### src/common/isoc_pkg.sv
// Constants for the upstream isochrony window control block.
package isoc_pkg;
    // Register byte offsets.
    localparam logic [7:0] OFS_ISOC_CTRL = 8'h04;
    localparam logic [7:0] OFS_WIN0_CTRL = 8'h08;
    localparam logic [7:0] OFS_WIN0_BASE = 8'h0c;
    localparam logic [7:0] OFS_WIN0_LIMIT = 8'h10;
    localparam logic [7:0] OFS_WIN1_CTRL = 8'h14;
    localparam logic [7:0] OFS_WIN1_BASE = 8'h18;
    localparam logic [7:0] OFS_WIN1_LIMIT = 8'h1c;
    // Distance between the register groups of neighbouring windows.
    localparam logic [7:0] WIN_STRIDE = 8'h0c;
    localparam logic [7:0] CTRL_OFS = 8'h00;
    localparam logic [7:0] BASE_OFS = 8'h04;
    localparam logic [7:0] LIMIT_OFS = 8'h08;

    // Isochrony control fields.
    localparam int ISOC_EN_BIT = 0;
    localparam int TABLE_ARB_BIT = 1;
    localparam int AGGR_ARB_BIT = 2;
    // Window control fields.
    localparam int WIN_EN_BIT = 0;
    localparam int TC_LSB = 1;
    localparam int TC_MSB = 3;

    // Window counts: this block owns the first two of the four.
    localparam int NUM_WINDOWS = 2;
    localparam logic [3:0] TOTAL_WINDOWS = 4'h4;

    // Widths.
    localparam int ADDR_W = 8;
    localparam int DATA_W = 32;
    localparam int TC_W = 3;
    localparam int MASTERS = 4;

    // Values after reset.
    localparam logic RST_BIT = 1'h0;
    localparam logic [TC_W-1:0] TC0 = 3'h0;
    localparam logic [DATA_W-1:0] RST_WORD = 32'h0000_0000;
    localparam logic [MASTERS-1:0] RST_GNT = 4'h0;
endpackage

### src/isoc_window_ctrl.sv
// Behaviour
// - Control register bits 15:3 read zero and ignore writes.
// - Aggressive bit writable only with table arbitration on, else 0.
// - Aggressive mode stops masters mid-transaction to protect isochrony.
// - Table enable 0 leaves the arbiter to the classic control registers.
// - Table enable 1 lets the arbitration table decide grants exclusively.
// - Global isochrony off maps all upstream traffic to class zero.
// - Window control bits 15:4 read zero.
// - Window control bits 3:1 hold the traffic class, reset 000b.
// - A disabled window never affects upstream classification.
// - An enabled window tags in-range upstream traffic with its class; where both windows hit, window 0's class wins.
// - Window base is full 32-bit read/write, scratch when disabled.
// - Window 0 at 08h, 0Ch, 10h; window 1 at 14h, 18h.
// - Window limit is 32-bit read/write upper bound, reset zero.
// - Isochrony control at 04h resets to zero, all features off.
// - Window 1 limit at 1Ch, 32-bit read/write, reset zero.
// - Four windows exist in the bridge; this block owns windows 0 and 1.
//
// Implementation choice: the address-and-strobe port.
module isoc_window_ctrl (
    // Clock and reset.
    input wire logic MCLK_I,
    input wire logic RESET_N_I,
    // Register port.
    input wire logic [7:0] ADDR_I,
    input wire logic [31:0] WDATA_I,
    input wire logic WR_I,
    input wire logic RD_I,
    output logic [31:0] RDATA_O,
    // Upstream transaction classification.
    input wire logic UP_VALID_I,
    input wire logic [31:0] UP_ADDR_I,
    output logic UP_TC_VALID_O,
    output logic [2:0] UP_TC_O,
    output logic UP_HIT_O,
    // Secondary bus arbiter steering.
    input wire logic [3:0] CLASSIC_GNT_I,
    input wire logic [3:0] TABLE_GNT_I,
    input wire logic ISOC_PENDING_I,
    input wire logic BUS_BUSY_I,
    output logic [3:0] GNT_O,
    output logic STOP_MASTER_O,
    output logic TABLE_MODE_O
);
    localparam int NW = isoc_pkg::NUM_WINDOWS;

    // True when the address selects the given register of window w.
    function automatic logic win_sel(input logic [7:0] a, input int w,
                                     input logic [7:0] ofs);
        logic [7:0] target;
        target = isoc_pkg::OFS_WIN0_CTRL + ofs
                 + 8'(w) * isoc_pkg::WIN_STRIDE;
        win_sel = (a == target);
    endfunction

    logic global_isochrony_enable;
    logic vc_table_arb_enable;
    logic aggressive_arb_enable;
    logic window_match_enable [NW];
    logic [2:0] window_traffic_class [NW];
    logic [31:0] window_base [NW];
    logic [31:0] window_limit [NW];
    logic [NW-1:0] hit;
    logic [2:0] next_tc;
    logic next_hit;
    logic [31:0] next_rdata;
    logic ctrl_wr;

    assign ctrl_wr = WR_I && (ADDR_I == isoc_pkg::OFS_ISOC_CTRL);

    always_ff @(posedge MCLK_I or negedge RESET_N_I) begin
        if (!RESET_N_I) begin
            global_isochrony_enable <= isoc_pkg::RST_BIT;
            vc_table_arb_enable <= isoc_pkg::RST_BIT;
        end else if (ctrl_wr) begin
            global_isochrony_enable <= WDATA_I[isoc_pkg::ISOC_EN_BIT];
            vc_table_arb_enable <= WDATA_I[isoc_pkg::TABLE_ARB_BIT];
        end
    end

    // gated aggressive bit
    // The bit follows the table enable written in the same access and
    // is forced clear whenever the table enable is cleared.
    always_ff @(posedge MCLK_I or negedge RESET_N_I) begin
        if (!RESET_N_I) begin
            aggressive_arb_enable <= isoc_pkg::RST_BIT;
        end else if (ctrl_wr) begin
            aggressive_arb_enable <= WDATA_I[isoc_pkg::AGGR_ARB_BIT]
                                     && WDATA_I[isoc_pkg::TABLE_ARB_BIT];
        end
    end

    genvar gw;
    generate
        for (gw = 0; gw < NW; gw++) begin : g_win
            always_ff @(posedge MCLK_I or negedge RESET_N_I) begin
                if (!RESET_N_I) begin
                    window_match_enable[gw] <= isoc_pkg::RST_BIT;
                    window_traffic_class[gw] <= isoc_pkg::TC0;
                end else if (WR_I && win_sel(ADDR_I, gw,
                                             isoc_pkg::CTRL_OFS)) begin
                    window_match_enable[gw] <=
                        WDATA_I[isoc_pkg::WIN_EN_BIT];
                    window_traffic_class[gw] <=
                        WDATA_I[isoc_pkg::TC_MSB:isoc_pkg::TC_LSB];
                end
            end

            always_ff @(posedge MCLK_I or negedge RESET_N_I) begin
                if (!RESET_N_I) begin
                    window_base[gw] <= isoc_pkg::RST_WORD;
                end else if (WR_I && win_sel(ADDR_I, gw,
                                             isoc_pkg::BASE_OFS)) begin
                    window_base[gw] <= WDATA_I;
                end
            end

            always_ff @(posedge MCLK_I or negedge RESET_N_I) begin
                if (!RESET_N_I) begin
                    window_limit[gw] <= isoc_pkg::RST_WORD;
                end else if (WR_I && win_sel(ADDR_I, gw,
                                             isoc_pkg::LIMIT_OFS)) begin
                    window_limit[gw] <= WDATA_I;
                end
            end

            window_match u_match (
                .base_i(window_base[gw]),
                .limit_i(window_limit[gw]),
                .enable_i(window_match_enable[gw]
                          && global_isochrony_enable),
                .addr_i(UP_ADDR_I),
                .hit_o(hit[gw])
            );
        end
    endgenerate

    always_comb begin
        next_tc = isoc_pkg::TC0;
        next_hit = 1'b0;
        for (int w = NW - 1; w >= 0; w--) begin
            if (hit[w]) begin
                next_tc = window_traffic_class[w];
                next_hit = 1'b1;
            end
        end
    end

    always_ff @(posedge MCLK_I or negedge RESET_N_I) begin
        if (!RESET_N_I) begin
            UP_TC_VALID_O <= 1'b0;
            UP_TC_O <= isoc_pkg::TC0;
            UP_HIT_O <= 1'b0;
        end else begin
            UP_TC_VALID_O <= UP_VALID_I;
            UP_TC_O <= UP_VALID_I ? next_tc : isoc_pkg::TC0;
            UP_HIT_O <= UP_VALID_I && next_hit;
        end
    end

    always_ff @(posedge MCLK_I or negedge RESET_N_I) begin
        if (!RESET_N_I) begin
            GNT_O <= isoc_pkg::RST_GNT;
        end else begin
            GNT_O <= vc_table_arb_enable ? TABLE_GNT_I : CLASSIC_GNT_I;
        end
    end

    always_ff @(posedge MCLK_I or negedge RESET_N_I) begin
        if (!RESET_N_I) begin
            STOP_MASTER_O <= 1'b0;
        end else begin
            STOP_MASTER_O <= aggressive_arb_enable && vc_table_arb_enable
                             && ISOC_PENDING_I && BUS_BUSY_I;
        end
    end

    assign TABLE_MODE_O = vc_table_arb_enable;

    // reserved zero
    // Unmapped addresses read zero.
    always_comb begin
        next_rdata = isoc_pkg::RST_WORD;
        if (ADDR_I == isoc_pkg::OFS_ISOC_CTRL) begin
            next_rdata[isoc_pkg::ISOC_EN_BIT] = global_isochrony_enable;
            next_rdata[isoc_pkg::TABLE_ARB_BIT] = vc_table_arb_enable;
            next_rdata[isoc_pkg::AGGR_ARB_BIT] = aggressive_arb_enable
                                                 && vc_table_arb_enable;
        end
        for (int w = 0; w < NW; w++) begin
            if (win_sel(ADDR_I, w, isoc_pkg::CTRL_OFS)) begin
                next_rdata[isoc_pkg::WIN_EN_BIT] = window_match_enable[w];
                next_rdata[isoc_pkg::TC_MSB:isoc_pkg::TC_LSB] =
                    window_traffic_class[w];
            end
            if (win_sel(ADDR_I, w, isoc_pkg::BASE_OFS)) begin
                next_rdata = window_base[w];
            end
            if (win_sel(ADDR_I, w, isoc_pkg::LIMIT_OFS)) begin
                next_rdata = window_limit[w];
            end
        end
    end

    // Read data stand only in the cycle after the read strobe.
    always_ff @(posedge MCLK_I or negedge RESET_N_I) begin
        if (!RESET_N_I) begin
            RDATA_O <= isoc_pkg::RST_WORD;
        end else begin
            RDATA_O <= RD_I ? next_rdata : isoc_pkg::RST_WORD;
        end
    end

    property p_ctrl_rsvd;
        @(posedge MCLK_I) disable iff (!RESET_N_I)
        RD_I && ADDR_I == isoc_pkg::OFS_ISOC_CTRL |=> RDATA_O[31:3] == '0;
    endproperty
    a_ctrl_rsvd: assert property (p_ctrl_rsvd)
        else $error("Reserved control bits read nonzero.");

    property p_aggr_gate;
        @(posedge MCLK_I) disable iff (!RESET_N_I)
        ctrl_wr && !WDATA_I[1] ##1 RD_I && ADDR_I == isoc_pkg::OFS_ISOC_CTRL
        |=> RDATA_O[2] == 1'b0;
    endproperty
    a_aggr_gate: assert property (p_aggr_gate)
        else $error("Aggressive bit set without table enable.");

    property p_stop;
        @(posedge MCLK_I) disable iff (!RESET_N_I)
        aggressive_arb_enable && ISOC_PENDING_I && BUS_BUSY_I
        |=> STOP_MASTER_O;
    endproperty
    a_stop: assert property (p_stop)
        else $error("Busy master not stopped in aggressive mode.");

    property p_classic;
        @(posedge MCLK_I) disable iff (!RESET_N_I)
        !vc_table_arb_enable |=> GNT_O == $past(CLASSIC_GNT_I)
                                 && !STOP_MASTER_O;
    endproperty
    a_classic: assert property (p_classic)
        else $error("Grant not from classic arbiter.");

    property p_table;
        @(posedge MCLK_I) disable iff (!RESET_N_I)
        vc_table_arb_enable |=> GNT_O == $past(TABLE_GNT_I);
    endproperty
    a_table: assert property (p_table)
        else $error("Grant not from arbitration table.");

    property p_tc0_global;
        @(posedge MCLK_I) disable iff (!RESET_N_I)
        UP_VALID_I && !global_isochrony_enable
        |=> UP_TC_VALID_O && UP_TC_O == isoc_pkg::TC0 && !UP_HIT_O;
    endproperty
    a_tc0_global: assert property (p_tc0_global)
        else $error("Nonzero class with isochrony disabled.");

    property p_win_rsvd;
        @(posedge MCLK_I) disable iff (!RESET_N_I)
        RD_I && (ADDR_I == isoc_pkg::OFS_WIN0_CTRL
                 || ADDR_I == isoc_pkg::OFS_WIN1_CTRL)
        |=> RDATA_O[31:4] == '0;
    endproperty
    a_win_rsvd: assert property (p_win_rsvd)
        else $error("Reserved window control bits read nonzero.");

    property p_win0_hit;
        @(posedge MCLK_I) disable iff (!RESET_N_I)
        UP_VALID_I && global_isochrony_enable && window_match_enable[0]
        && UP_ADDR_I >= window_base[0] && UP_ADDR_I <= window_limit[0]
        |=> UP_HIT_O && UP_TC_O == $past(window_traffic_class[0]);
    endproperty
    a_win0_hit: assert property (p_win0_hit)
        else $error("Window 0 hit not tagged with its class.");

    property p_nohit;
        @(posedge MCLK_I) disable iff (!RESET_N_I)
        UP_VALID_I && !window_match_enable[0] && !window_match_enable[1]
        |=> UP_TC_O == isoc_pkg::TC0 && !UP_HIT_O;
    endproperty
    a_nohit: assert property (p_nohit)
        else $error("Disabled windows changed the class.");

    property p_base_rw;
        @(posedge MCLK_I) disable iff (!RESET_N_I)
        WR_I && ADDR_I == isoc_pkg::OFS_WIN1_BASE
        ##1 RD_I && ADDR_I == isoc_pkg::OFS_WIN1_BASE
        |=> RDATA_O == $past(WDATA_I, 2);
    endproperty
    a_base_rw: assert property (p_base_rw)
        else $error("Base register did not read back.");
endmodule

### src/window_match.sv
// Address range compare for one upstream isochronous window.
module window_match (
    // Window programming.
    input wire logic [31:0] base_i,
    input wire logic [31:0] limit_i,
    input wire logic enable_i,
    // Address under test.
    input wire logic [31:0] addr_i,
    // Result.
    output logic hit_o
);
    // The range is inclusive at both ends; an inverted range never hits.
    assign hit_o = enable_i && (addr_i >= base_i) && (addr_i <= limit_i);
endmodule

### config.mk
export PLATFORM = sky130hd
export DESIGN_NAME = isoc_window_ctrl
export DESIGN_NICKNAME = d
export VERILOG_FILES = /design/src/common/isoc_pkg.sv /design/src/isoc_window_ctrl.sv /design/src/window_match.sv
export SDC_FILE = /design/constraint.sdc
export NUM_CORES = 1
export LEC_CHECK = 0
export BUFFER_PORTS_ARGS = -buffer_cell sky130_fd_sc_hd__buf_4
export CAP_MARGIN = 0
export CORE_MARGIN = 2
export CORE_UTILIZATION = 55
export DETAILED_ROUTE_END_ITERATION = 16
export PLACE_DENSITY_LB_ADDON = 0.12
export SLEW_MARGIN = 20
export SYNTH_ARGS = -nofsm -noshare
export SYNTH_HDL_FRONTEND = slang
export SYNTH_HIERARCHICAL = 1
export SYNTH_SLANG_ARGS = --single-unit
### constraint.sdc
create_clock -name MCLK_I -period 3.4 [get_ports MCLK_I]
set_input_delay 0.51 -clock MCLK_I [delete_from_list [all_inputs] [get_ports MCLK_I]]
set_output_delay 0.51 -clock MCLK_I [all_outputs]
set_load 0.05 [all_outputs]
==> run_results.csv, run 1 <==
group,metric,value,unit
run_status,outcome,"finished, final reports clean",
worst_setup_path,r2r-end,"UP_TC_O[1]",
die,top_ports,130,
clock_network,clockBufferDepth,2,
worst_setup_path,reg2reg_setup_slack,0.70,ns
worst_setup_path,worst-endpoint-arrival,3.02,ns
layout,most-common-layout-cells,"dfrtp_1 (181), mux2_2 (139), buf_4 (139), inv_1 (132), ha_1 (128)",
logic_synthesis,postSynthCellCount,1021,
clock_network,clock_sink_count,181,
detailed_routing,wirelength,28.1,mm
logic_synthesis,synthesis.nets,1236,
clock_network,cts.repair.resized,0,
die,die_area,0.0207,sq mm
layout,multiInputGateArea,0.00554,sq mm
logic_synthesis,avgSynthCellArea,10.5,sq um
layout,syn2layout_area_growth,16.9,%
sta,clock-skew-final,0.0188,ns
worst_setup_path,cpMaxStageDelayCell,"dfrtp_1",
die,start_util,55.5,%
sta,fin_crit,2.70,ns
logic_synthesis,synth_cell_types,54,
sta,report.final.slew_viol_count,0,
global_route,initial_antenna_violation_count,0,
worst_setup_path,critPathTopFamily,"compound AO/OA/AOI/OAI gates",
clock_network,clock_pin_slew_on_the_worst_setup_and_hold_paths,0.07,ns
placed_design,dpl.cell_count,1391,
min_path,holdCritPathClass,"in -> async",
logic_synthesis,ys_warn_count,6,
worst_setup_path,path_common_cell,"o21ai_0",
placed_design,place_area,0.0120,sq mm
worst_setup_path,crit_path_start_kind,"flop",
sta,final-setup-viol-count,0,
sta,achievable-frequency,370,MHz
power,maximum_resistive_drop_on_vdd,298,uV
detailed_routing,vias_per_cell,5.78,
power,power_leakage,0.00591,uW
placed_design,finalWeightedCongestion,0.860,
clock_network,tritoncts,"done",
logic_synthesis,synth_enable_flop_cells,0,
logic_synthesis,yosysSeqAreaShare,42.2,%
worst_setup_path,worstSetupStartpoint,"window_base[57]",
run,maxCapViolCount,0,
logic_synthesis,netlist_area,0.0107,sq mm
sta,maxSlewHeadroom,29.1,%
clock_network,cts-buffers-inserted,17,
clock_network,holdBufCountCts,0,
layout,share_of_post_route_cells_with_drive_strength_above_1,28.1,%
global_route,grt_pass1_wl,44.2,mm
layout,design.final.nets,1360,
layout,final_area,0.0126,sq mm
worst_setup_path,endpoint_kind,"flop",
detailed_routing,post_drt_wl_per_cell,19.8,microns
worst_setup_path,worstPathMaxFanout,4,
die,rows,51,
clock_network,worstSkewPairLatency,0.44,ns
die,core_area,0.0193,sq mm
worst_setup_path,worst-path-stages,11,
clock_network,ctsHtreeMaxLevel,4,
sta,timing.final.crit_share,79.5,%
sta,setup_tns,0,ns
global_route,via_count_of_the_first_global_routing_pass,8259,
detailed_routing,detail-route-antenna-nets,0,
die,die_height,144,microns
worst_setup_path,worstPathBufferInverterCount,2,
layout,final-seq-area,0.00453,sq mm
detailed_routing,drt_iter0_drc,481,
worst_setup_path,cp_data_required_time,3.72,ns
detailed_routing,drtPass1Iterations,5,
sta,timing_hold_violations_final,0,
worst_setup_path,cp-endpoint,"UP_TC_O[1]",
detailed_routing,drcViolationCount,0,
worst_setup_path,slowest_delay,0.37,ns
layout,antenna-diode-count,0,
die,die_w,144,microns
power,pwr_density_cell,394,mW/mm^2
global_route,grt_remaining_overflow,0,
sta,worst_slew_pin_slew,1.06,ns
layout,nFillCells,1621,
logic_synthesis,async_flop_share,100,%
logic_synthesis,yosys_register_bits,181,
clock_network,cts_root_buf,"clkbuf_16",
worst_setup_path,crit-reg2reg-launch,"window_base[57]",
layout,finish.cell_count_without_fillers,1422,
detailed_routing,detailed_route_via_count,8222,
layout,post-route-util,65.0,%
worst_setup_path,cp_cell_sequence,"inv_1 > ha_1 > a21o_1 > a221o_1 > a221oi_1 > o21ai_0 > a21oi_1 > a311oi_1 > buf_4 > o21ai_0 > nor2_1",
logic_synthesis,synthFlopType,"dfrtp_1",
layout,leading_cell_type_in_the_layout_fill_and_taps_excluded,"dfrtp_1",
sta,rsz_0062_raised_after_global_routing,"no",
global_route,globalRouteTotalUtil,28.4,%
global_route,largest_net_degree_at_the_start_of_global_routing,71,
clock_network,post-cts-setup-buffers,0,
worst_setup_path,critPathKind,"reg -> reg",
placed_design,dpl.hpwl,19.2,mm
placed_design,port_buffers,129,
worst_setup_path,worst_case_reg_to_reg_path_depth,11,
metrics by stage:
step	power, uW	setup WS [ns]	hold slack [ns]
6_report	4940	0.696	0.0686
5_1_grt	5150	0.421	0.123
4_1_cts	4970	0.668	0.0968
3_5_place_dp	3000	0.479	0.503
3_3_place_gp	2990	0.520	0.495
2_1_floorplan	2700	0.861	0.214
synthesized netlist by cell type (all sizes together), types with 10 or more instances:
master    n  area share [%]
dfrtp   181              42
mux2    146              15
inv     132             4.6
ha      128              15
nand2    81             2.9
o21ai    78             3.7
a21oi    43             2.1
a31oi    31             1.8
nand3    25             1.2
clkbuf   21            0.75
nand4    18             1.0
nor2     16            0.56
buf      15            0.85
a21o     14            0.98
mux2i    10            0.93
worst min-delay path by stage:
stage | from | end | slack (ns) | depth (start not counted)
4_1_cts | RESET_N_I | GNT_O[3] | 0.1 | 1
6_report | RESET_N_I | GNT_O[3] | 0.07 | 1
3_5_place_dp | window_base[30] | window_base[30] | 0.50 | 1
3_3_place_gp | window_base[30] | window_base[30] | 0.49 | 1
5_1_grt | RESET_N_I | GNT_O[3] | 0.12 | 1
2_1_floorplan | RESET_N_I | GNT_O[0] | 0.21 | 0
worst reg2reg max path: cells and delay by family, from the launching register on:
family,cells,cell delay [ns]
and+or+nand+nor,1,0.10
DFF,1,0.37
AOI/OAI and AO/OA,7,1.57
buffers and inverters,2,0.26
adders and majority gates,1,0.30
state kept, by name, summed over array words and instances, names as in the netlist:
register,count
global_isochrony_enable,1
STOP_MASTER_O,1
aggressive_arb_enable,1
UP_HIT_O,1
RDATA_O,32
UP_TC_O,3
window_base,64
GNT_O,4
window_traffic_class,6
window_limit,64
TABLE_MODE_O,1
UP_TC_VALID_O,1
window_match_enable,2
power by group:
group	internal, uW	total, uW	switching [uW]
Sequential	2240	2300	66.0
Clock	1120	1970	849
Combinational	301	670	369
Total	3660	4940	1280
routing by layer:
metal / share of wire (%) / track usage (%) / up-vias
met5: 0 / 0 / -
met4: 2.1 / 8.46 / 0
met3: 6.3 / 5.86 / 46
met2: 47 / 47.0 / 260
met1: 44 / 37.7 / 4056
li1: - / - / 3860
cells by family after synthesis:
family / after synthesis / synth area share [%]
muxes: 156 / 16.3
adders and majority gates: 128 / 14.9
AOI/OAI and AO/OA: 201 / 11.4
buffers and inverters: 168 / 6.21
DFF: 181 / 42.2
and+or+nand+nor: 187 / 8.96
area by class of cell:
| cell class | count | share of cell area, % |
|---|---|---|
| flip-flops and latches | 181 | 36.1 |
| repair buffers | 141 | 8.56 |
| inverters | 132 | 3.95 |
| multi-input cells | 672 | 44.1 |
| clock buffers | 21 | 3.67 |
| well taps | 265 | 2.64 |
| clock inverters | 10 | 0.986 |
(Power assumes the default switching activity.)
==> run 2, diff against run 1 <==
==> constraint.sdc (replaced) <==
create_clock -name MCLK_I -period 2.7 [get_ports MCLK_I]
set_input_delay 0.405 -clock MCLK_I [delete_from_list [all_inputs] [get_ports MCLK_I]]
set_output_delay 0.405 -clock MCLK_I [all_outputs]
set_load 0.05 [all_outputs]
==> run 2 against run 1 <==
Against the previous run: wire length rose by 4.7%; largest power group unchanged; critical path type unchanged; combinational power rose by 39%; global-route usage rose by 1.4 points; critical endpoint is now UP_TC_O[0]; utilization rose by 2.7 points.
==> run_results.csv, run 2 (same netlist as run 1, synthesis figures left out) <==
group,metric,value,unit
layout,design.final.nets,1404,
clock_network,worstSkewPairLatency,0.43,ns
die,core_area,0.0193,sq mm
layout,share_of_post_route_cells_with_drive_strength_above_1,31.2,%
clock_network,tritoncts,"done",
die,start_util,55.5,%
worst_setup_path,endpoint_kind,"flop",
clock_network,cts-buffers-inserted,17,
worst_setup_path,crit_path_start_kind,"flop",
sta,timing_hold_violations_final,0,
clock_network,clock_pin_slew_on_the_worst_setup_and_hold_paths,0.07,ns
worst_setup_path,cpMaxStageDelayCell,"dfrtp_1",
die,top_ports,130,
worst_setup_path,worst_case_reg_to_reg_path_depth,12,
placed_design,port_buffers,129,
layout,post-route-util,67.7,%
layout,nFillCells,1560,
global_route,globalRouteTotalUtil,29.7,%
clock_network,ctsHtreeMaxLevel,4,
worst_setup_path,worst-endpoint-arrival,2.95,ns
power,power_leakage,0.00620,uW
sta,final-setup-viol-count,0,
clock_network,clock_sink_count,181,
placed_design,finalWeightedCongestion,0.886,
sta,report.final.slew_viol_count,0,
worst_setup_path,worstPathMaxFanout,4,
global_route,initial_antenna_violation_count,0,
sta,maxSlewHeadroom,26.7,%
die,rows,51,
die,die_height,144,microns
detailed_routing,post_drt_wl_per_cell,20.1,microns
worst_setup_path,cp_cell_sequence,"inv_1 > ha_1 > and2_4 > a221o_1 > a221oi_4 > o21ai_1 > a21oi_2 > a311oi_4 > buf_4 > o21ai_0 > buf_4 > nor2_1",
clock_network,cts_root_buf,"clkbuf_16",
detailed_routing,drcViolationCount,0,
worst_setup_path,critPathKind,"reg -> reg",
global_route,grt_remaining_overflow,0,
die,die_w,144,microns
power,maximum_resistive_drop_on_vdd,480,uV
sta,achievable-frequency,379,MHz
worst_setup_path,cp_data_required_time,3.01,ns
global_route,via_count_of_the_first_global_routing_pass,8646,
global_route,grt_pass1_wl,46.2,mm
worst_setup_path,reg2reg_setup_slack,0.06,ns
layout,most-common-layout-cells,"dfrtp_1 (181), buf_4 (177), mux2_2 (139), inv_1 (132), ha_1 (127)",
worst_setup_path,r2r-end,"UP_TC_O[0]",
power,pwr_density_cell,503,mW/mm^2
layout,leading_cell_type_in_the_layout_fill_and_taps_excluded,"dfrtp_1",
die,die_area,0.0207,sq mm
detailed_routing,detailed_route_via_count,8434,
power,total_power,6580,uW
layout,biggestRegsByFlops,"window_base x64, window_limit x64, RDATA_O x32",
sta,clock-skew-final,0.00852,ns
clock_network,clockBufferDepth,2,
worst_setup_path,worstSetupStartpoint,"window_base[59]",
detailed_routing,drt_iter0_drc,681,
global_route,largest_net_degree_at_the_start_of_global_routing,71,
placed_design,dpl.hpwl,20.6,mm
detailed_routing,drtPass1Iterations,5,
worst_setup_path,slowest_delay,0.37,ns
detailed_routing,detail-route-antenna-nets,0,
detailed_routing,vias_per_cell,5.75,
run_status,outcome,"finished, final reports clean",
worst_setup_path,path_common_cell,"buf_4",
layout,syn2layout_area_growth,21.8,%
run,maxCapViolCount,0,
sta,fin_crit,2.64,ns
worst_setup_path,cp-endpoint,"UP_TC_O[0]",
min_path,holdCritPathClass,"in -> reg",
detailed_routing,wirelength,29.4,mm
sta,timing.final.crit_share,97.7,%
worst_setup_path,crit-reg2reg-launch,"window_base[59]",
sta,worst_slew_pin_slew,1.10,ns
==> run 2: area by class of cell <==
cell class | count | area (sq um) | area share [%]
Antenna cell | 1 | 2.50 | 0.0191
Clock buffer | 20 | 457 | 3.49
Clock inverter | 11 | 196 | 1.50
Inverter | 132 | 495 | 3.79
Multi-Input combinational cell | 672 | 5600 | 42.8
Sequential cell | 181 | 4530 | 34.6
Tap cell | 265 | 332 | 2.53
Timing Repair Buffer | 185 | 1470 | 11.2
==> run 2: power breakdown <==
group	internal [uW]	switching, uW	total, uW
Combinational	430	497	928
Sequential	2820	83.9	2900
Clock	1700	1050	2750
==> run 2: worst min-delay path by stage <==
stage               slack, ns        from  cells after the start            end
global placement         0.36   RESET_N_I                      1       GNT_O[3]
detailed placement       0.36   RESET_N_I                      1       GNT_O[3]
global route             0.10  UP_VALID_I                      1  UP_TC_VALID_O
floorplan                0.11   RESET_N_I                      0       GNT_O[0]
CTS                      0.11  UP_VALID_I                      1  UP_TC_VALID_O
finish                   0.12  UP_VALID_I                      1  UP_TC_VALID_O
==> run 2: repair_timing <==
action	4_1_cts	5_1_grt
hold endpoints to repair	42	0
endpoints found under the setup margin	4	4
buffers inserted	0	2
gates resized for setup	2	8
pin swaps	0	3
hold buffers	1	0
==> run 2: metal layers <==
metal | routed length, microns | vias to the layer above | global-route usage (%)
met1 | 12700 | 4157 | 39.0
met5 | 0 | - | 0
met2 | 14300 | 278 | 49.9
met4 | 737 | 0 | 9.75
met3 | 1700 | 52 | 5.46
li1 | - | 3947 | -
==> run 2: critical path: cells and delay by family (launching register included) <==
kind	cells	cell delay (ns)
AND/OR/NAND/NOR	2	0.23
adder cells (fa/ha/maj)	1	0.31
AO/OA/AOI/OAI	6	1.24
buffers and inverters	3	0.38
flip-flops	1	0.37
==> run 2: per-stage QoR <==
stage | setup TNS [ns] | instance area [sq um] | cells | hold WS (ns) | worst slack, ns
final | 0 | 13100 | 1467 | 0.122 | 0.0617
after global routing | -0.00757 | 13100 | 1466 | 0.103 | -0.00578
after CTS | 0 | 13000 | 1464 | 0.106 | 0.0415
after detailed placement | -1.14 | 12300 | 1432 | 0.358 | -0.311
after global placement | -0.768 | 12300 | 1432 | 0.361 | -0.212
after floorplan | 0 | 10700 | 1021 | 0.109 | 0.266
==> run 3, diff against run 2 <==
--- a/config.mk
+++ b/config.mk
@@ -7,8 +7,10 @@
 export LEC_CHECK = 0
 export BUFFER_PORTS_ARGS = -buffer_cell sky130_fd_sc_hd__buf_4
 export CAP_MARGIN = 0
+export CELL_PAD_IN_SITES_DETAIL_PLACEMENT = 1
+export CELL_PAD_IN_SITES_GLOBAL_PLACEMENT = 1
 export CORE_MARGIN = 2
-export CORE_UTILIZATION = 55
+export CORE_UTILIZATION = 47
 export DETAILED_ROUTE_END_ITERATION = 16
 export PLACE_DENSITY_LB_ADDON = 0.12
 export SLEW_MARGIN = 20
==> run 3 against run 2 <==
Against the previous run: utilization shrank 8.9 points; first-iteration DRC count shrank 45%; non-clock buffer count grew 18; die area grew 17%; clock power shrank 6%; critical path depth shrank 1; combinational power grew 5.4%; wire length grew 12%; worst hold slack lost 0.043 ns; final cell count grew 2.6%; clock skew grew 0.0071 ns; largest power group unchanged; via count grew 2.3%.
==> run_results.csv, run 3 (same netlist as run 1, synthesis figures left out) <==
group,metric,value,unit
run_status,outcome,"finished, final reports clean",
power,power_leakage,0.00628,uW
detailed_routing,wirelength,32.8,mm
die,die_height,155,microns
worst_setup_path,worstPathBufferInverterCount,3,
detailed_routing,detail-route-antenna-nets,0,
die,die_w,155,microns
worst_setup_path,cp_cell_sequence,"inv_1 > ha_1 > nand4_1 > or2_1 > nor3_1 > a31oi_1 > a311oi_2 > buf_4 > o21ai_0 > buf_4 > nor2_1",
clock_network,clock_pin_slew_on_the_worst_setup_and_hold_paths,0.07,ns
run,maxCapViolCount,0,
layout,most-common-layout-cells,"buf_4 (194), dfrtp_1 (181), mux2_2 (139), inv_1 (132), ha_1 (128)",
global_route,initial_antenna_violation_count,0,
clock_network,cts_root_buf,"clkbuf_16",
sta,clock-skew-final,0.0156,ns
global_route,via_count_of_the_first_global_routing_pass,9434,
worst_setup_path,critPathKind,"reg -> reg",
clock_network,tritoncts,"done",
clock_network,clockBufferDepth,2,
detailed_routing,post_drt_wl_per_cell,21.8,microns
placed_design,dpl.hpwl,22.9,mm
detailed_routing,route.top_layer_used,"met4",
sta,final-setup-viol-count,0,
sta,final_critical_path_setup_slack,0.0807,ns
min_path,holdCritPathClass,"in -> reg",
worst_setup_path,cpMaxStageDelayCell,"dfrtp_1",
layout,syn2layout_area_growth,23.2,%
clock_network,ctsHtreeMaxLevel,4,
worst_setup_path,endpoint_kind,"flop",
worst_setup_path,worst-endpoint-arrival,2.99,ns
layout,biggestRegsByFlops,"window_base x64, window_limit x64, RDATA_O x32",
layout,design.final.nets,1422,
layout,multiInputGateArea,0.00563,sq mm
die,top_ports,130,
clock_network,cts-buffers-inserted,17,
detailed_routing,drt_iter0_drc,372,
sta,worst_hold_slack,0.0785,ns
layout,final-seq-area,0.00453,sq mm
worst_setup_path,cp_data_required_time,3.07,ns
detailed_routing,drtPass1Iterations,4,
placed_design,port_buffers,129,
layout,leading_cell_type_in_the_layout_fill_and_taps_excluded,"buf_4",
clock_network,clock_sink_count,181,
global_route,grt_pass1_wl,52.3,mm
placed_design,pre_cts_slack,-0.410,ns
detailed_routing,wl_met2,16.6,mm
worst_setup_path,slowest_delay,0.39,ns
layout,share_of_post_route_cells_with_drive_strength_above_1,32.6,%
detailed_routing,vias_per_cell,5.73,
global_route,largest_net_degree_at_the_start_of_global_routing,69,
sta,report.final.slew_viol_count,0,
sta,timing_hold_violations_final,0,
die,rows,55,
detailed_routing,met3_length,1.25,mm
sta,worst_slew_pin_slew,1.08,ns
die,core_area,0.0225,sq mm
worst_setup_path,worstPathMaxFanout,4,
global_route,grt_remaining_overflow,0,
placed_design,finalWeightedCongestion,0.873,
sta,fin_crit,2.62,ns
clock_network,worstSkewPairLatency,0.44,ns
layout,antenna-diode-count,0,
worst_setup_path,critPathTopFamily,"simple AND/OR/NAND/NOR gates",
die,die_area,0.0241,sq mm
detailed_routing,wirelength_met1,14.5,mm
sta,achievable-frequency,382,MHz
layout,nFillCells,2463,
die,start_util,47.7,%
worst_setup_path,crit_path_start_kind,"flop",
detailed_routing,detailed_route_via_count,8627,
sta,timing.final.crit_share,97.0,%
detailed_routing,drcViolationCount,0,
sta,maxSlewHeadroom,27.8,%
global_route,globalRouteTotalUtil,28.4,%
power,maximum_resistive_drop_on_vdd,352,uV
power,pwr_density_cell,487,mW/mm^2
worst_setup_path,path_common_cell,"buf_4",
-- run 3: cell types whose count changed in the layout (fill, tap and decap cells not counted), sizes merged --
| cell | delta |
|---|---|
| bufinv | -3 |
| diode | -1 |
| inv | +2 |
| clkinvlp | +2 |
| clkinv | +1 |
| buf | +17 |
-- run 3: worst paths after layout --
path | start | cells past startpoint | slack (ns) | endpoint
setup reg to reg | window_limit[31] | 11 | 0.08 | UP_TC_O[1]
hold reg to reg | window_base[8] | 1 | 0.52 | window_base[8]
min in group asynchronous | RESET_N_I | 2 | 0.45 | GNT_O[2]
hold / removal | UP_VALID_I | 1 | 0.08 | UP_TC_VALID_O
max in group asynchronous | RESET_N_I | 3 | 1.53 | window_limit[7]
setup / recovery | window_limit[31] | 11 | 0.08 | UP_TC_O[1]
-- run 3: layer usage --
layer | vias to the layer above | track usage (%)
met4 | 0 | 7.10
met3 | 32 | 4.32
met2 | 158 | 50.6
met1 | 4448 | 36.3
met5 | - | 0
li1 | 3989 | -
-- run 3: what timing repair did --
action | CTS | global route
resized for setup | 3 | 14
gates cloned | 0 | 0
pin swaps | 1 | 3
hold buffers | 1 | 0
endpoints found under the setup margin | 4 | 4
endpoints found under the hold margin | 40 | 0
setup buffers | 0 | 2
-- run 3: power by group --
part | switching (uW) | total [uW] | internal [uW]
clock network | 1160 | 2580 | 1420
logic | 525 | 978 | 453
registers | 82.2 | 2900 | 2810
-- run 3: worst register-to-register path, cell delays in order, from the launching register on --
cell and delay, ns:
dfrtp_1 0.39, inv_1 0.07, ha_1 0.29, nand4_1 0.13, or2_1 0.33, nor3_1 0.33
a31oi_1 0.16, a311oi_2 0.32, buf_4 0.19, o21ai_0 0.08, buf_4 0.15, nor2_1 0.11
-- run 3: through the flow --
| step | power [uW] | util, % | instances | TNS (ns) | cell area [sq um] |
|---|---|---|---|---|---|
| final | 6450 | 58.8 | 1505 | 0 | 13200 |
| after detailed placement | 3900 | 55.6 | 1470 | -1.52 | 12500 |
| after CTS | 6490 | 58.5 | 1503 | 0 | 13200 |
| after global routing | 6750 | 58.8 | 1505 | -0.161 | 13200 |
| after floorplan | 3400 | - | 1021 | 0 | 10700 |
| after global placement | 3860 | 55.6 | 1470 | -1.29 | 12500 |
-- run 3: final cells by class --
class,instances,share of cell area (%)
Sequential cell,181,34.2
Tap cell,285,2.69
Multi-Input combinational cell,672,42.5
Inverter,132,3.74
Timing Repair Buffer,203,12.2
Clock inverter,13,1.24
Clock buffer,19,3.35
